<file path="config.mk">
export PLATFORM = sky130hd
export DESIGN_NAME = ccr_comparator_control
export DESIGN_NICKNAME = d
export VERILOG_FILES = /design/src/hdl/ccr_pkg.sv /design/src/hdl/ccr_comparator_control.sv
export SDC_FILE = /design/constraint.sdc
export NUM_CORES = 1
export LEC_CHECK = 0
export ABC_CLOCK_PERIOD_IN_PS = 6200
export BUFFER_PORTS_ARGS = -buffer_cell sky130_fd_sc_hd__buf_2
export CAP_MARGIN = 20
export CORE_UTILIZATION = 40
export CTS_CLUSTER_DIAMETER = 150
export DETAILED_ROUTE_END_ITERATION = 8
export GPL_ROUTABILITY_DRIVEN = 0
export GPL_TIMING_DRIVEN = 0
export HOLD_SLACK_MARGIN = 0.05
export PLACE_DENSITY_LB_ADDON = 0.15
export SYNTH_ARGS = -nofsm -noshare
export SYNTH_HDL_FRONTEND = slang
export SYNTH_SLANG_ARGS = --single-unit
</file>
<file path="constraint.sdc">
create_clock -name clock -period 6.2 [get_ports clock]
set_input_delay 0.31 -clock clock [delete_from_list [all_inputs] [get_ports clock]]
set_output_delay 0.31 -clock clock [all_outputs]
set_load 0.02 [all_outputs]
</file>
<file path="src/hdl/ccr_pkg.sv">
// Constants for the comparator control register bank: addresses, fields, codes, timing.
// Assumes a 25 MHz system clock and a 32-bit APB bus carrying full byte addresses.
package ccr_pkg;

    // ==========================================================================
    // Register addresses
    // ==========================================================================
    localparam logic [31:0] CCR_ADDR_CONTROL    = 32'hFFFF_0444;
    localparam logic [31:0] CCR_ADDR_LEVEL      = 32'hFFFF_0448;
    localparam logic [31:0] CCR_ADDR_IRQ_STATUS = 32'hFFFF_044C;
    localparam logic [31:0] CCR_ADDR_IRQ_MASK   = 32'hFFFF_0450;

    // ==========================================================================
    // Control register layout
    // ==========================================================================
    localparam int          CCR_CTRL_WIDTH = 16;
    localparam int          CCR_BIT_ENABLE = 10;
    localparam int          CCR_NEG_LSB    = 8;
    localparam int          CCR_ROUTE_LSB  = 6;
    localparam int          CCR_BIT_POL    = 5;
    localparam int          CCR_SPEED_LSB  = 3;
    localparam int          CCR_BIT_HYST   = 2;
    localparam int          CCR_BIT_RISE   = 1;
    localparam int          CCR_BIT_FALL   = 0;
    localparam logic [15:0] CCR_CTRL_RESET = 16'h0000;
    localparam logic [15:0] CCR_CFG_MASK   = 16'h07FC;
    localparam int          CCR_EVT_WIDTH  = 2;

    // ==========================================================================
    // Field codes
    // ==========================================================================
    localparam logic [1:0] CCR_NEG_HALF_SUPPLY = 2'h0;
    localparam logic [1:0] CCR_NEG_ANALOG_CH3  = 2'h1;
    localparam logic [1:0] CCR_NEG_DAC_CH0     = 2'h2;
    localparam logic [1:0] CCR_NEG_RESERVED    = 2'h3;
    localparam logic [1:0] CCR_ROUTE_PIN       = 2'h2;
    localparam logic [1:0] CCR_ROUTE_IRQ       = 2'h3;
    localparam logic [1:0] CCR_SPEED_SLOW      = 2'h0;
    localparam logic [1:0] CCR_SPEED_FAST      = 2'h3;

    // ==========================================================================
    // Timing
    // ==========================================================================
    localparam int CCR_CLOCK_NS        = 40;
    localparam int CCR_SLOW_RESPONSE_NS = 17000;
    localparam int CCR_FAST_RESPONSE_NS = 4000;
    localparam int CCR_SETTLE_WIDTH    = 9;
    localparam logic [8:0] CCR_SLOW_CYCLES =
        9'((CCR_SLOW_RESPONSE_NS + CCR_CLOCK_NS - 1) / CCR_CLOCK_NS);
    localparam logic [8:0] CCR_FAST_CYCLES =
        9'((CCR_FAST_RESPONSE_NS + CCR_CLOCK_NS - 1) / CCR_CLOCK_NS);

endpackage

</file>
<file path="src/hdl/ccr_comparator_control.sv">
// Comparator control and status register bank with an APB slave and an interrupt output.
// Assumes the analog comparator outside reports its raw decision synchronously to clock.
//
// Our own choice: the APB register port.
`timescale 1ns/1ns

module ccr_comparator_control
    import ccr_pkg::*;
(
    input  wire logic        clock,
    input  wire logic        rst_n,
    input  wire logic        psel,
    input  wire logic        penable,
    input  wire logic        pwrite,
    input  wire logic [31:0] paddr,
    input  wire logic [31:0] pwdata,
    output logic      [31:0] prdata,
    output logic             pready,
    output logic             pslverr,
    input  wire logic        comparator_raw,
    output logic             comparator_power,
    output logic             positive_input_connect,
    output logic      [1:0]  negative_input_select,
    output logic             negative_input_connect,
    output logic             response_fast,
    output logic             hysteresis_on,
    output logic             output_pin,
    output logic             comparator_irq_request,
    output logic             irq
);

    // ==========================================================================
    // Decoding helpers
    // ==========================================================================
    function automatic logic [1:0] field2(input logic [15:0] word, input int lsb);
        field2 = word[lsb +: 2];
    endfunction

    function automatic logic [8:0] settle_load(input logic [1:0] speed);
        settle_load = (speed == CCR_SPEED_FAST) ? CCR_FAST_CYCLES : CCR_SLOW_CYCLES;
    endfunction

    // ==========================================================================
    // State
    // ==========================================================================
    logic [15:0]              ctrl_cfg;
    logic                     rise_flag;
    logic                     fall_flag;
    logic [CCR_EVT_WIDTH-1:0] irq_status;
    logic [CCR_EVT_WIDTH-1:0] irq_mask;
    logic [8:0]               settle_count;
    logic                     armed;
    logic                     level_prev;

    // ==========================================================================
    // APB decode
    // ==========================================================================
    wire        apb_setup  = psel & ~penable;
    wire        apb_commit = psel & penable & pready;
    wire        hit_ctrl   = (paddr == CCR_ADDR_CONTROL);
    wire        hit_level  = (paddr == CCR_ADDR_LEVEL);
    wire        hit_status = (paddr == CCR_ADDR_IRQ_STATUS);
    wire        hit_mask   = (paddr == CCR_ADDR_IRQ_MASK);
    wire        hit_any    = hit_ctrl | hit_level | hit_status | hit_mask;
    wire        wr_ctrl    = apb_commit & pwrite & hit_ctrl;
    wire        wr_mask    = apb_commit & pwrite & hit_mask;
    wire        rd_status  = apb_commit & ~pwrite & hit_status;
    wire [15:0] wdata16    = pwdata[15:0];
    wire [1:0]  wr_neg     = field2(wdata16, CCR_NEG_LSB);
    wire [1:0]  wr_speed   = field2(wdata16, CCR_SPEED_LSB);

    // ==========================================================================
    // Configuration fields
    // ==========================================================================
    wire       cfg_enable = ctrl_cfg[CCR_BIT_ENABLE];
    wire [1:0] cfg_neg    = field2(ctrl_cfg, CCR_NEG_LSB);
    wire [1:0] cfg_route  = field2(ctrl_cfg, CCR_ROUTE_LSB);
    wire       cfg_pol    = ctrl_cfg[CCR_BIT_POL];
    wire [1:0] cfg_speed  = field2(ctrl_cfg, CCR_SPEED_LSB);

    // Flags are kept apart so that a configuration write only clears them where it writes a one.
    wire [15:0] next_ctrl_cfg = wr_ctrl ? (wdata16 & CCR_CFG_MASK) : ctrl_cfg;
    wire [15:0] ctrl_view     = ctrl_cfg | {14'h0000, rise_flag, fall_flag};

    // ==========================================================================
    // Comparator monitoring
    // ==========================================================================
    // The raw decision is high while the positive input is above the negative one.
    wire monitored = comparator_raw ^ cfg_pol;
    wire settled   = cfg_enable & (settle_count == '0);
    // Any reconfiguration restarts the settling wait, so a change of input or polarity
    // never shows up as a false edge. The cost is a blind window of one response time.
    wire [8:0] next_settle_count =
        (wr_ctrl | ~cfg_enable) ? settle_load(field2(next_ctrl_cfg, CCR_SPEED_LSB)) :
        (settle_count != '0)    ? settle_count - 9'h001 : settle_count;
    wire next_armed  = settled & ~wr_ctrl;
    wire rise_event  = armed & settled & monitored & ~level_prev;
    wire fall_event  = armed & settled & ~monitored & level_prev;

    // A flag set and its write-one clear in the same cycle leave the flag set.
    wire clr_rise       = wr_ctrl & wdata16[CCR_BIT_RISE];
    wire clr_fall       = wr_ctrl & wdata16[CCR_BIT_FALL];
    wire next_rise_flag = rise_event | (rise_flag & ~clr_rise);
    wire next_fall_flag = fall_event | (fall_flag & ~clr_fall);

    // ==========================================================================
    // Interrupt status
    // ==========================================================================
    // Only the bits that the read actually returned are cleared, so an event arriving
    // between the setup and access phases survives.
    wire [1:0] evt_vec         = {rise_event, fall_event};
    wire [1:0] status_clear    = rd_status ? prdata[1:0] : 2'h0;
    wire [1:0] next_irq_status = evt_vec | (irq_status & ~status_clear);
    wire [1:0] next_irq_mask   = wr_mask ? wdata16[1:0] : irq_mask;

    // ==========================================================================
    // Next output values
    // ==========================================================================
    wire       nx_enable    = next_ctrl_cfg[CCR_BIT_ENABLE];
    wire [1:0] nx_route     = field2(next_ctrl_cfg, CCR_ROUTE_LSB);
    wire [1:0] nx_neg       = field2(next_ctrl_cfg, CCR_NEG_LSB);
    wire       nx_fast      = field2(next_ctrl_cfg, CCR_SPEED_LSB) == CCR_SPEED_FAST;
    wire       next_pin     = nx_enable & (nx_route == CCR_ROUTE_PIN) & monitored;
    wire       next_cmp_irq = (nx_route == CCR_ROUTE_IRQ) &
                              (next_rise_flag | next_fall_flag);
    wire       next_irq     = |(next_irq_status & next_irq_mask);

    // ==========================================================================
    // APB read path
    // ==========================================================================
    wire [31:0] read_value =
        hit_ctrl   ? {16'h0000, ctrl_view} :
        hit_level  ? {30'h0000_0000, settled, monitored} :
        hit_status ? {30'h0000_0000, irq_status} :
        hit_mask   ? {30'h0000_0000, irq_mask} : 32'h0000_0000;
    wire [31:0] next_prdata  = (apb_setup & ~pwrite) ? read_value : 32'h0000_0000;
    wire        next_pslverr = apb_setup & ~hit_any;

    // ==========================================================================
    // Registers
    // ==========================================================================
    always_ff @(posedge clock or negedge rst_n) begin
        if (!rst_n) begin
            ctrl_cfg   <= CCR_CTRL_RESET;
            rise_flag  <= 1'b0;
            fall_flag  <= 1'b0;
            irq_status <= 2'h0;
            irq_mask   <= 2'h0;
        end else begin
            ctrl_cfg   <= next_ctrl_cfg;
            rise_flag  <= next_rise_flag;
            fall_flag  <= next_fall_flag;
            irq_status <= next_irq_status;
            irq_mask   <= next_irq_mask;
        end
    end

    always_ff @(posedge clock or negedge rst_n) begin
        if (!rst_n) begin
            settle_count <= CCR_SLOW_CYCLES;
            armed        <= 1'b0;
            level_prev   <= 1'b0;
        end else begin
            settle_count <= next_settle_count;
            armed        <= next_armed;
            level_prev   <= monitored;
        end
    end

    // Register reads answer with one wait-free access phase after every setup.
    always_ff @(posedge clock or negedge rst_n) begin
        if (!rst_n) begin
            prdata  <= 32'h0000_0000;
            pready  <= 1'b0;
            pslverr <= 1'b0;
        end else begin
            prdata  <= next_prdata;
            pready  <= apb_setup;
            pslverr <= next_pslverr;
        end
    end

    always_ff @(posedge clock or negedge rst_n) begin
        if (!rst_n) begin
            comparator_power       <= 1'b0;
            positive_input_connect <= 1'b0;
            negative_input_select  <= CCR_NEG_HALF_SUPPLY;
            negative_input_connect <= 1'b0;
            response_fast          <= 1'b0;
            hysteresis_on          <= 1'b0;
            output_pin             <= 1'b0;
            comparator_irq_request <= 1'b0;
            irq                    <= 1'b0;
        end else begin
            comparator_power       <= nx_enable;
            positive_input_connect <= nx_enable;
            negative_input_select  <= nx_neg;
            negative_input_connect <= nx_enable & (nx_neg != CCR_NEG_RESERVED);
            response_fast          <= nx_fast;
            hysteresis_on          <= next_ctrl_cfg[CCR_BIT_HYST];
            output_pin             <= next_pin;
            comparator_irq_request <= next_cmp_irq;
            irq                    <= next_irq;
        end
    end
endmodule

</file>
==> qor.txt, run 1 <==
crit start category -> primary input
slew at the pin with the worst max-slew slack -> 938.0 ps
antenna-violating nets left -> 0
Die Ht -> 76.95 um
clock transition at the registers of the reported paths -> 80 ps
Yosys Warn Count -> 0
quantity of gates resized following cts -> 0
Starting Density -> 42.64%
Layout area overhead -> 28.45%
final count of negative-setup-slack endpoints -> 0
Critical R2R Launch -> settle_count[2]
half-perimeter wire length after placement -> 3621 um
final period demand of the worst path -> 2510 ps
overall routing resource usage -> 17.35%
clock tree from TritonCTS -> yes
number of hold violations in the final report -> 0
first-pass GRT wire length -> 8190 um
CP max FO -> 10
net switching fraction of the power -> 22.00%
Final TNS setup -> 0 ps
placeable core region -> 0.005270 mm2
maximum level of the CTS H-tree -> 2
wire length per cell -> 11.63 um
clock network latency to the later pin of the worst-skew pair -> 290 ps
maximum root-to-sink buffer count -> 2
hold buffers post-CTS -> 0
vias -> 1938
share of power burned in the clock network -> 39.9%
type of the worst setup path -> in2reg
ratio of cells with drive above 1 in the final layout -> 34.93%
number of max-capacitance violations reported -> 0
CP required -> 6370 ps
vias per inst -> 4.785
VDD IR max -> 0.0001009 V
standard-cell rows -> 26
ratio of total power to cell area -> 196.6 mW/mm2
antenna violations before repair -> 0
sequential cell area fraction in the yosys report -> 49.28%
final period utilization -> 40.49%
count of flip-flops with a built-in enable after synthesis -> 0
combinational group share of total power -> 9.3%
static power due to leakage -> 0.001586 uW
setup repair after global routing missed its margin -> false
primary flip-flop cell chosen by synthesis mapping -> sky130_fd_sc_hd__dfrtp_1
depth of the worst register-to-register path -> 5
area of the die -> 0.005921 mm2
relative contribution of sequential cells to total power -> 50.8%
total standard cell area after synthesis -> 0.002247 mm2
post-CTS setup buffer count -> 0
remaining routing DRC violations -> 0
endpoint arrival time on the critical path -> 2680 ps
switching power of the nets -> 124.9 uW
library cell used as clock root buffer -> sky130_fd_sc_hd__clkbuf_8
count of nets after finishing -> 405
post-synthesis sequential element count -> 44
Overflow after GRT -> 0
maximum number of pins on one net before global-route repair -> 45
number of clock sinks -> 44
antenna diode count -> 0
Gate Count Post-Synth -> 236
internal power of the cells -> 442.7 uW
status -> complete, no violations
PnR Total Power -> 567.6 uW
Critical Path Source -> paddr[9]
type of the worst min-delay path -> in2async
final routed wirelength across all metal layers -> 4711 um
maximum clock frequency -> 0.3984 GHz
number of violations reported at the end of detailed-routing iteration 0 -> 84
count of input and output buffers -> 71
number of buffers created by CTS -> 5
cell accounting for the most synthesized area -> sky130_fd_sc_hd__dfrtp_1
share of async-settable or async-resettable flops after synthesis -> 100.0%
Netlist cell types -> 44
Pre-antenna DRT Iters -> 4
IO Pins -> 114
sort of element at the end of the critical path -> flip-flop
Max-Slew Margin vs Limit -> 37.47%
largest cells by area after synthesis -> sky130_fd_sc_hd__dfrtp_1 43%, sky130_fd_sc_hd__buf_4 8.0%, sky130_fd_sc_hd__nand2_1 7.5%
maximum clock skew at final layout -> 7.211 ps
final slew viol count -> 0
Die X -> 76.95 um
fraction of post-synthesis cell area in the top cell type by area -> 43.43%
number of global-route vias before repair -> 1843
Syn Area/Cell -> 9.522 um2
## final timing paths
kind / endpoint / slack (ps)
worst max-delay path: response_fast / 3690
worst min-delay path: pslverr / 160
worst max register to register: comparator_irq_request / 3760
worst min register to register: ctrl_cfg[2] / 510
max in group asynchronous: ctrl_cfg[7] / 5460
min in group clock: ctrl_cfg[5] / 230
## final cells by class
| class | instances | area [um2] |
|---|---|---|
| fillers | 493 | 2384 |
| flip-flops and latches | 44 | 1107 |
| multi-input cells | 179 | 1001 |
| repair buffers | 71 | 355.3 |
| plain buffers | 29 | 198.9 |
| well taps | 70 | 87.58 |
| clock buffers | 6 | 82.58 |
| clock inverters | 2 | 38.79 |
| inverters | 4 | 15.01 |
## logic make-up (layout without fill, tap and decap cells)
kind of cell               Yosys count  count (layout)  synth area share [%]
AOI/OAI and AO/OA                   30              30                 8.296
xor gates and xnor gates             7               7                 2.728
adders and majority gates            1               1                0.5567
buffers and inverters               33             112                 9.521
DFF                                 44              44                 49.28
muxes                                2               2                 1.169
other                                1              21                0.1669
and+or+nand+nor                    118             118                 28.29
## routing by layer
metal | part of all wire (%) | up-vias | track usage (%)
li1 | - | 971 | -
met1 | 45 | 889 | 23.01
met2 | 47 | 73 | 27.95
met3 | 7.3 | 5 | 2.857
met4 | 1.4 | 0 | 7.308
met5 | 0 | - | 0
## power by group through the flow
| stage | logic, uW | registers (uW) | clock network (uW) |
|---|---|---|---|
| after floorplan | 27.3 | 295 | 0 |
| after global placement | 52.5 | 294 | 0 |
| after detailed placement | 52.7 | 294 | 0 |
| after CTS | 52.9 | 288 | 235 |
| after global routing | 58.5 | 288 | 246 |
| final | 52.9 | 288 | 226 |
## metrics by stage
step / hold WS, ps / setup WS, ps / util, % / area [um2] / std cells
floorplan: 14.41 / 3682 / - / 2322 / 256
global placement: 473.0 / 3418 / 52.47 / 2765 / 397
detailed placement: 481.5 / 3404 / 52.47 / 2765 / 397
CTS: 186.5 / 3713 / 54.77 / 2887 / 405
global route: 219.7 / 3423 / 54.77 / 2887 / 405
finish: 160.6 / 3690 / 54.77 / 2887 / 405
## critical path, cell delays in order
cell and delay, ps:
sky130_fd_sc_hd__buf_2 90, sky130_fd_sc_hd__or4b_4 530, sky130_fd_sc_hd__nor4_1 550, sky130_fd_sc_hd__and4_1 280
sky130_fd_sc_hd__clkbuf_1 380, sky130_fd_sc_hd__clkbuf_1 400, sky130_fd_sc_hd__o21bai_1 130
## cells in the final DEF, fill, tap and decap left out, drive strengths merged, types with 4 or more instances in the layout
cell type  Yosys  final
a21o           6      6
a21oi         10     10
and2          11     11
and3           4      4
buf           24     95
clkbuf         5     11
conb           1     21
dfrtp         39     39
dfstp          5      5
inv            4      4
nand2         45     45
nand3          7      7
nand4          9      9
nor2          12     12
nor3           4      4
o21ai          5      5
xnor2          5      5
## sequential cells by signal (all words and copies together), names as in the netlist, 2 cells and up
register	cells
prdata	11
irq_mask	2
ctrl_cfg	8
settle_count	9
irq_status	2
## cells in the mapped netlist (6+ instances only)
cell type,number
sky130_fd_sc_hd__nand2_1,45
sky130_fd_sc_hd__dfrtp_1,39
sky130_fd_sc_hd__buf_4,24
sky130_fd_sc_hd__nor2_1,12
sky130_fd_sc_hd__and2_1,11
sky130_fd_sc_hd__a21oi_1,10
sky130_fd_sc_hd__nand4_1,9
sky130_fd_sc_hd__nand3_1,7
sky130_fd_sc_hd__a21o_1,6
No activity file was read; power rests on OpenSTA's default activity.
==> inputs of run 2 (changes only) <==
--- a/config.mk
+++ b/config.mk
@@ -5,7 +5,8 @@
 export SDC_FILE = /design/constraint.sdc
 export NUM_CORES = 1
 export LEC_CHECK = 0
-export ABC_CLOCK_PERIOD_IN_PS = 6200
+export ABC_AREA = 1
+export ABC_CLOCK_PERIOD_IN_PS = 2500
 export BUFFER_PORTS_ARGS = -buffer_cell sky130_fd_sc_hd__buf_2
 export CAP_MARGIN = 20
 export CORE_UTILIZATION = 40
==> constraint.sdc (replaced) <==
create_clock -name clock -period 2.5 [get_ports clock]
set_input_delay 0.125 -clock clock [delete_from_list [all_inputs] [get_ports clock]]
set_output_delay 0.125 -clock clock [all_outputs]
set_load 0.02 [all_outputs]
==> run 2 against run 1 <==
  * Non-clock buffer count increased by 4
  * Via count increased by 15%
  * Flip-flop and latch count unchanged
  * Combinational power increased to 2.9 times the previous value
  * Worst setup slack got worse by 3000 ps
  * Critical endpoint is now settle_count[0]
  * Count of clock-buffer cells in the layout decreased by 1
  * First-iteration DRC count decreased by 17%
  * Critical path type is now reg2reg
  * Highest routed layer unchanged
  * Clock skew increased by 2.8 ps
==> qor.txt, run 2 <==
status -> complete, no violations
total standard cell area after synthesis -> 0.002452 mm2 (+9.1%)
Die Ht -> 80.30 um (+4.4%)
type of the worst setup path -> reg2reg
count of flip-flops with a built-in enable after synthesis -> 0 (unchanged)
Regs by FF count -> prdata x11, settle_count x9, ctrl_cfg x8
number of clock sinks -> 44 (unchanged)
Critical R2R Launch -> settle_count[1]
quantity of gates resized following cts -> 0 (unchanged)
number of global-route vias before repair -> 2174 (+18%)
library cell used as clock root buffer -> sky130_fd_sc_hd__clkbuf_8
final period demand of the worst path -> 1795 ps
final count of negative-setup-slack endpoints -> 0 (unchanged)
combinational group share of total power -> 10.6% (+1.3 points)
hold buffers post-CTS -> 6 (+6)
number of max-capacitance violations reported -> 0 (unchanged)
remaining routing DRC violations -> 0 (unchanged)
standard-cell rows -> 28 (+7.7%)
post-CTS setup buffer count -> 0 (unchanged)
crit start category -> flip-flop
share of power burned in the clock network -> 39.4% (-0.5 points)
area of the die -> 0.006448 mm2 (+8.9%)
Die X -> 80.30 um (+4.4%)
depth of the worst register-to-register path -> 10 (+5)
CP peak stage delay -> 390 ps (-160 ps)
Layout area overhead -> 28.57% (about the same)
vias per inst -> 4.424 (-7.5%)
Gate Count Post-Synth -> 322 (+36%)
antenna-violating nets left -> 0 (unchanged)
internal power of the cells -> 1081 uW (+140%)
share of async-settable or async-resettable flops after synthesis -> 100.0% (unchanged)
slew at the pin with the worst max-slew slack -> 947.4 ps (+9.378 ps)
ratio of cells with drive above 1 in the final layout -> 29.98% (-4.9 points)
placeable core region -> 0.005921 mm2 (+12%)
primary flip-flop cell chosen by synthesis mapping -> sky130_fd_sc_hd__dfrtp_1
count of nets after finishing -> 497 (+23%)
maximum root-to-sink buffer count -> 2 (unchanged)
cell accounting for the most synthesized area -> sky130_fd_sc_hd__dfrtp_1
first-pass GRT wire length -> 9204 um (+12%)
final period utilization -> 71.82%
critical path's slowest cell -> sky130_fd_sc_hd__dfrtp_1
post-synthesis sequential element count -> 44 (unchanged)
ratio of total power to cell area -> 453.3 mW/mm2 (+130%)
CP max FO -> 4 (-6)
slack of the worst reg-to-reg path -> 700 ps (-3060 ps)
Starting Density -> 41.42% (-1.2 points)
VDD IR max -> 0.0003583 V (+260%)
clock tree from TritonCTS -> yes
cells traversed along the worst timing path -> inv_1 -> ha_1 -> nand3_1 -> nor2_1 -> nand3_1 -> nor3_2 -> nand2_1 -> inv_1 -> nor2_1 -> a21oi_1
Yosys Warn Count -> 0 (unchanged)
maximum number of pins on one net before global-route repair -> 45 (unchanged)
number of buffers created by CTS -> 5 (unchanged)
type of the worst min-delay path -> in2reg
static power due to leakage -> 0.001771 uW (+12%)
final routed wirelength across all metal layers -> 5194 um (+10%)
switching power of the nets -> 348.5 uW (+180%)
number of violations reported at the end of detailed-routing iteration 0 -> 70 (-17%)
number of flip-flops under the largest register name -> 11 (unchanged)
worst setup path endpoint -> settle_count[0]
maximum clock frequency -> 0.5570 GHz
clock transition at the registers of the reported paths -> 90 ps (about the same)
maximum level of the CTS H-tree -> 2 (unchanged)
antenna diode count -> 0 (unchanged)
Final TNS setup -> 0 ps (unchanged)
terminus of the critical flop-to-flop path -> settle_count[0]
endpoint arrival time on the critical path -> 2030 ps (-650 ps)
Netlist cell types -> 32 (-27%)
antenna violations before repair -> 0 (unchanged)
count of input and output buffers -> 71 (unchanged)
cell class contributing the biggest share of worst-path delay -> simple AND/OR/NAND/NOR gates
Critical Path Source -> settle_count[1]
Overflow after GRT -> 0 (unchanged)
net switching fraction of the power -> 24.38% (+2.4 points)
largest cells by area after synthesis -> sky130_fd_sc_hd__dfrtp_1 40%, sky130_fd_sc_hd__nand2_1 12%, sky130_fd_sc_hd__inv_1 8.0%
number of stages on the worst hold path -> 3
Post-synth top cells -> 79 x sky130_fd_sc_hd__nand2_1, 52 x sky130_fd_sc_hd__inv_1, 39 x sky130_fd_sc_hd__dfrtp_1
overall routing resource usage -> 18.57% (+1.2 points)
minimum hold slack -> 56.59 ps (-104.0 ps)
commonest non-fill, non-tap cells in the layout -> 79 x sky130_fd_sc_hd__nand2_1, 72 x sky130_fd_sc_hd__buf_2, 52 x sky130_fd_sc_hd__inv_1
wire length per cell -> 10.35 um (-11%)
Max-Slew Margin vs Limit -> 36.84% (-0.63 points)
vias -> 2221 (+15%)
Layout fillers -> 617 (+25%)
sequential cell area fraction in the yosys report -> 45.15% (-4.1 points)
Pre-antenna DRT Iters -> 4 (unchanged)
sort of element at the end of the critical path -> flip-flop
commonest non-fill, non-tap cell in the layout -> sky130_fd_sc_hd__nand2_1
clock network latency to the later pin of the worst-skew pair -> 310 ps (+20 ps)
maximum clock skew at final layout -> 10.01 ps (+2.800 ps)
count leader, synth -> sky130_fd_sc_hd__nand2_1
IO Pins -> 114 (unchanged)
CP required -> 2740 ps (-3630 ps)
register with the most flip-flops -> prdata
relative contribution of sequential cells to total power -> 50.0% (-0.8 points)
final slew viol count -> 0 (unchanged)
Syn Area/Cell -> 7.616 um2 (-20%)
buffer and inverter count on the worst path -> 2 (-1)
setup repair after global routing missed its margin -> false
CP Depth -> 10 (+3)
fraction of post-synthesis cell area in the top cell type by area -> 39.80% (-3.6 points)
half-perimeter wire length after placement -> 4065 um (+12%)
number of hold violations in the final report -> 0 (unchanged)
## run 2: changes by cell type after synthesis, moves of 7 or more
cell / previous run / this run
sky130_fd_sc_hd__nand2_1: 45 / 79
sky130_fd_sc_hd__nor2_1: 12 / 36
sky130_fd_sc_hd__nor3_1: 4 / 11
sky130_fd_sc_hd__nand3_1: 7 / 18
sky130_fd_sc_hd__a21oi_1: 10 / 3
sky130_fd_sc_hd__inv_1: 4 / 52
sky130_fd_sc_hd__and2_1: 11 / 0
## run 2: metal layers
| metal | part of all wire [%] | wire length, um | track usage (%) | vias up |
|---|---|---|---|---|
| met4 | 1.6 | 84 | 5.893 | 0 |
| met2 | 50 | 2615 | 32.82 | 46 |
| met5 | 0 | 0 | 0 | - |
| met3 | 5.0 | 260 | 4.545 | 10 |
| met1 | 43 | 2233 | 22.02 | 1009 |
| li1 | - | - | - | 1156 |
## run 2: through the flow
step                      utilization [%]  worst slack (ps)  instances  power (uW)  area [um2]
final                               53.25             704.5        502        1429        3153
after global routing                53.25             512.2        502        1498        3153
after detailed placement            50.27             747.6        488       872.8        2977
after global placement              50.27             788.1        488       871.1        2977
after floorplan                         -             947.0        342       809.1        2527
after CTS                           53.25             684.1        502        1443        3153
## run 2: area by class of cell
cell class / count / area (um2) / share of cell area [%]
Sequential cell: 44 / 1107 / 35.12
Multi-Input combinational cell: 217 / 1012 / 32.10
Timing Repair Buffer: 77 / 415.4 / 13.17
Buffer: 27 / 203.9 / 6.468
Inverter: 54 / 203.9 / 6.468
Tap cell: 75 / 93.84 / 2.976
Clock buffer: 5 / 68.82 / 2.183
Clock inverter: 3 / 47.55 / 1.508
## run 2: cell families after synthesis
family,after synthesis,share of synthesized area (%)
AO/OA/AOI/OAI,20,4.490
other,1,0.1529
XOR/XNOR,2,0.7144
flip-flops,44,45.15
AND/OR/NAND/NOR,173,32.35
buffers and inverters,81,16.63
adder cells (fa/ha/maj),1,0.5101
## run 2: worst register-to-register path: stages (launching register included)
cell and delay [ps]:
sky130_fd_sc_hd__dfrtp_1 390, sky130_fd_sc_hd__inv_1 70, sky130_fd_sc_hd__ha_1 180, sky130_fd_sc_hd__nand3_1 150, sky130_fd_sc_hd__nor2_1 150, sky130_fd_sc_hd__nand3_1 160
sky130_fd_sc_hd__nor3_2 160, sky130_fd_sc_hd__nand2_1 120, sky130_fd_sc_hd__inv_1 130, sky130_fd_sc_hd__nor2_1 60, sky130_fd_sc_hd__a21oi_1 140
## run 2: worst min path at each step
stage	startpoint	endpoint
CTS	pwdata[10]	ctrl_cfg[10]
global placement	penable	pready
global route	pwdata[10]	ctrl_cfg[10]
finish	pwdata[10]	ctrl_cfg[10]
floorplan	rst_n	armed
detailed placement	penable	pready
## run 2: power by group through the flow
| stage | registers [uW] | clock network (uW) | logic [uW] |
|---|---|---|---|
| 3_3_place_gp | 728 | 0 | 143 |
| 5_1_grt | 715 | 611 | 171 |
| 4_1_cts | 715 | 577 | 152 |
| 6_report | 715 | 564 | 151 |
| 2_1_floorplan | 731 | 0 | 78.2 |
| 3_5_place_dp | 729 | 0 | 144 |
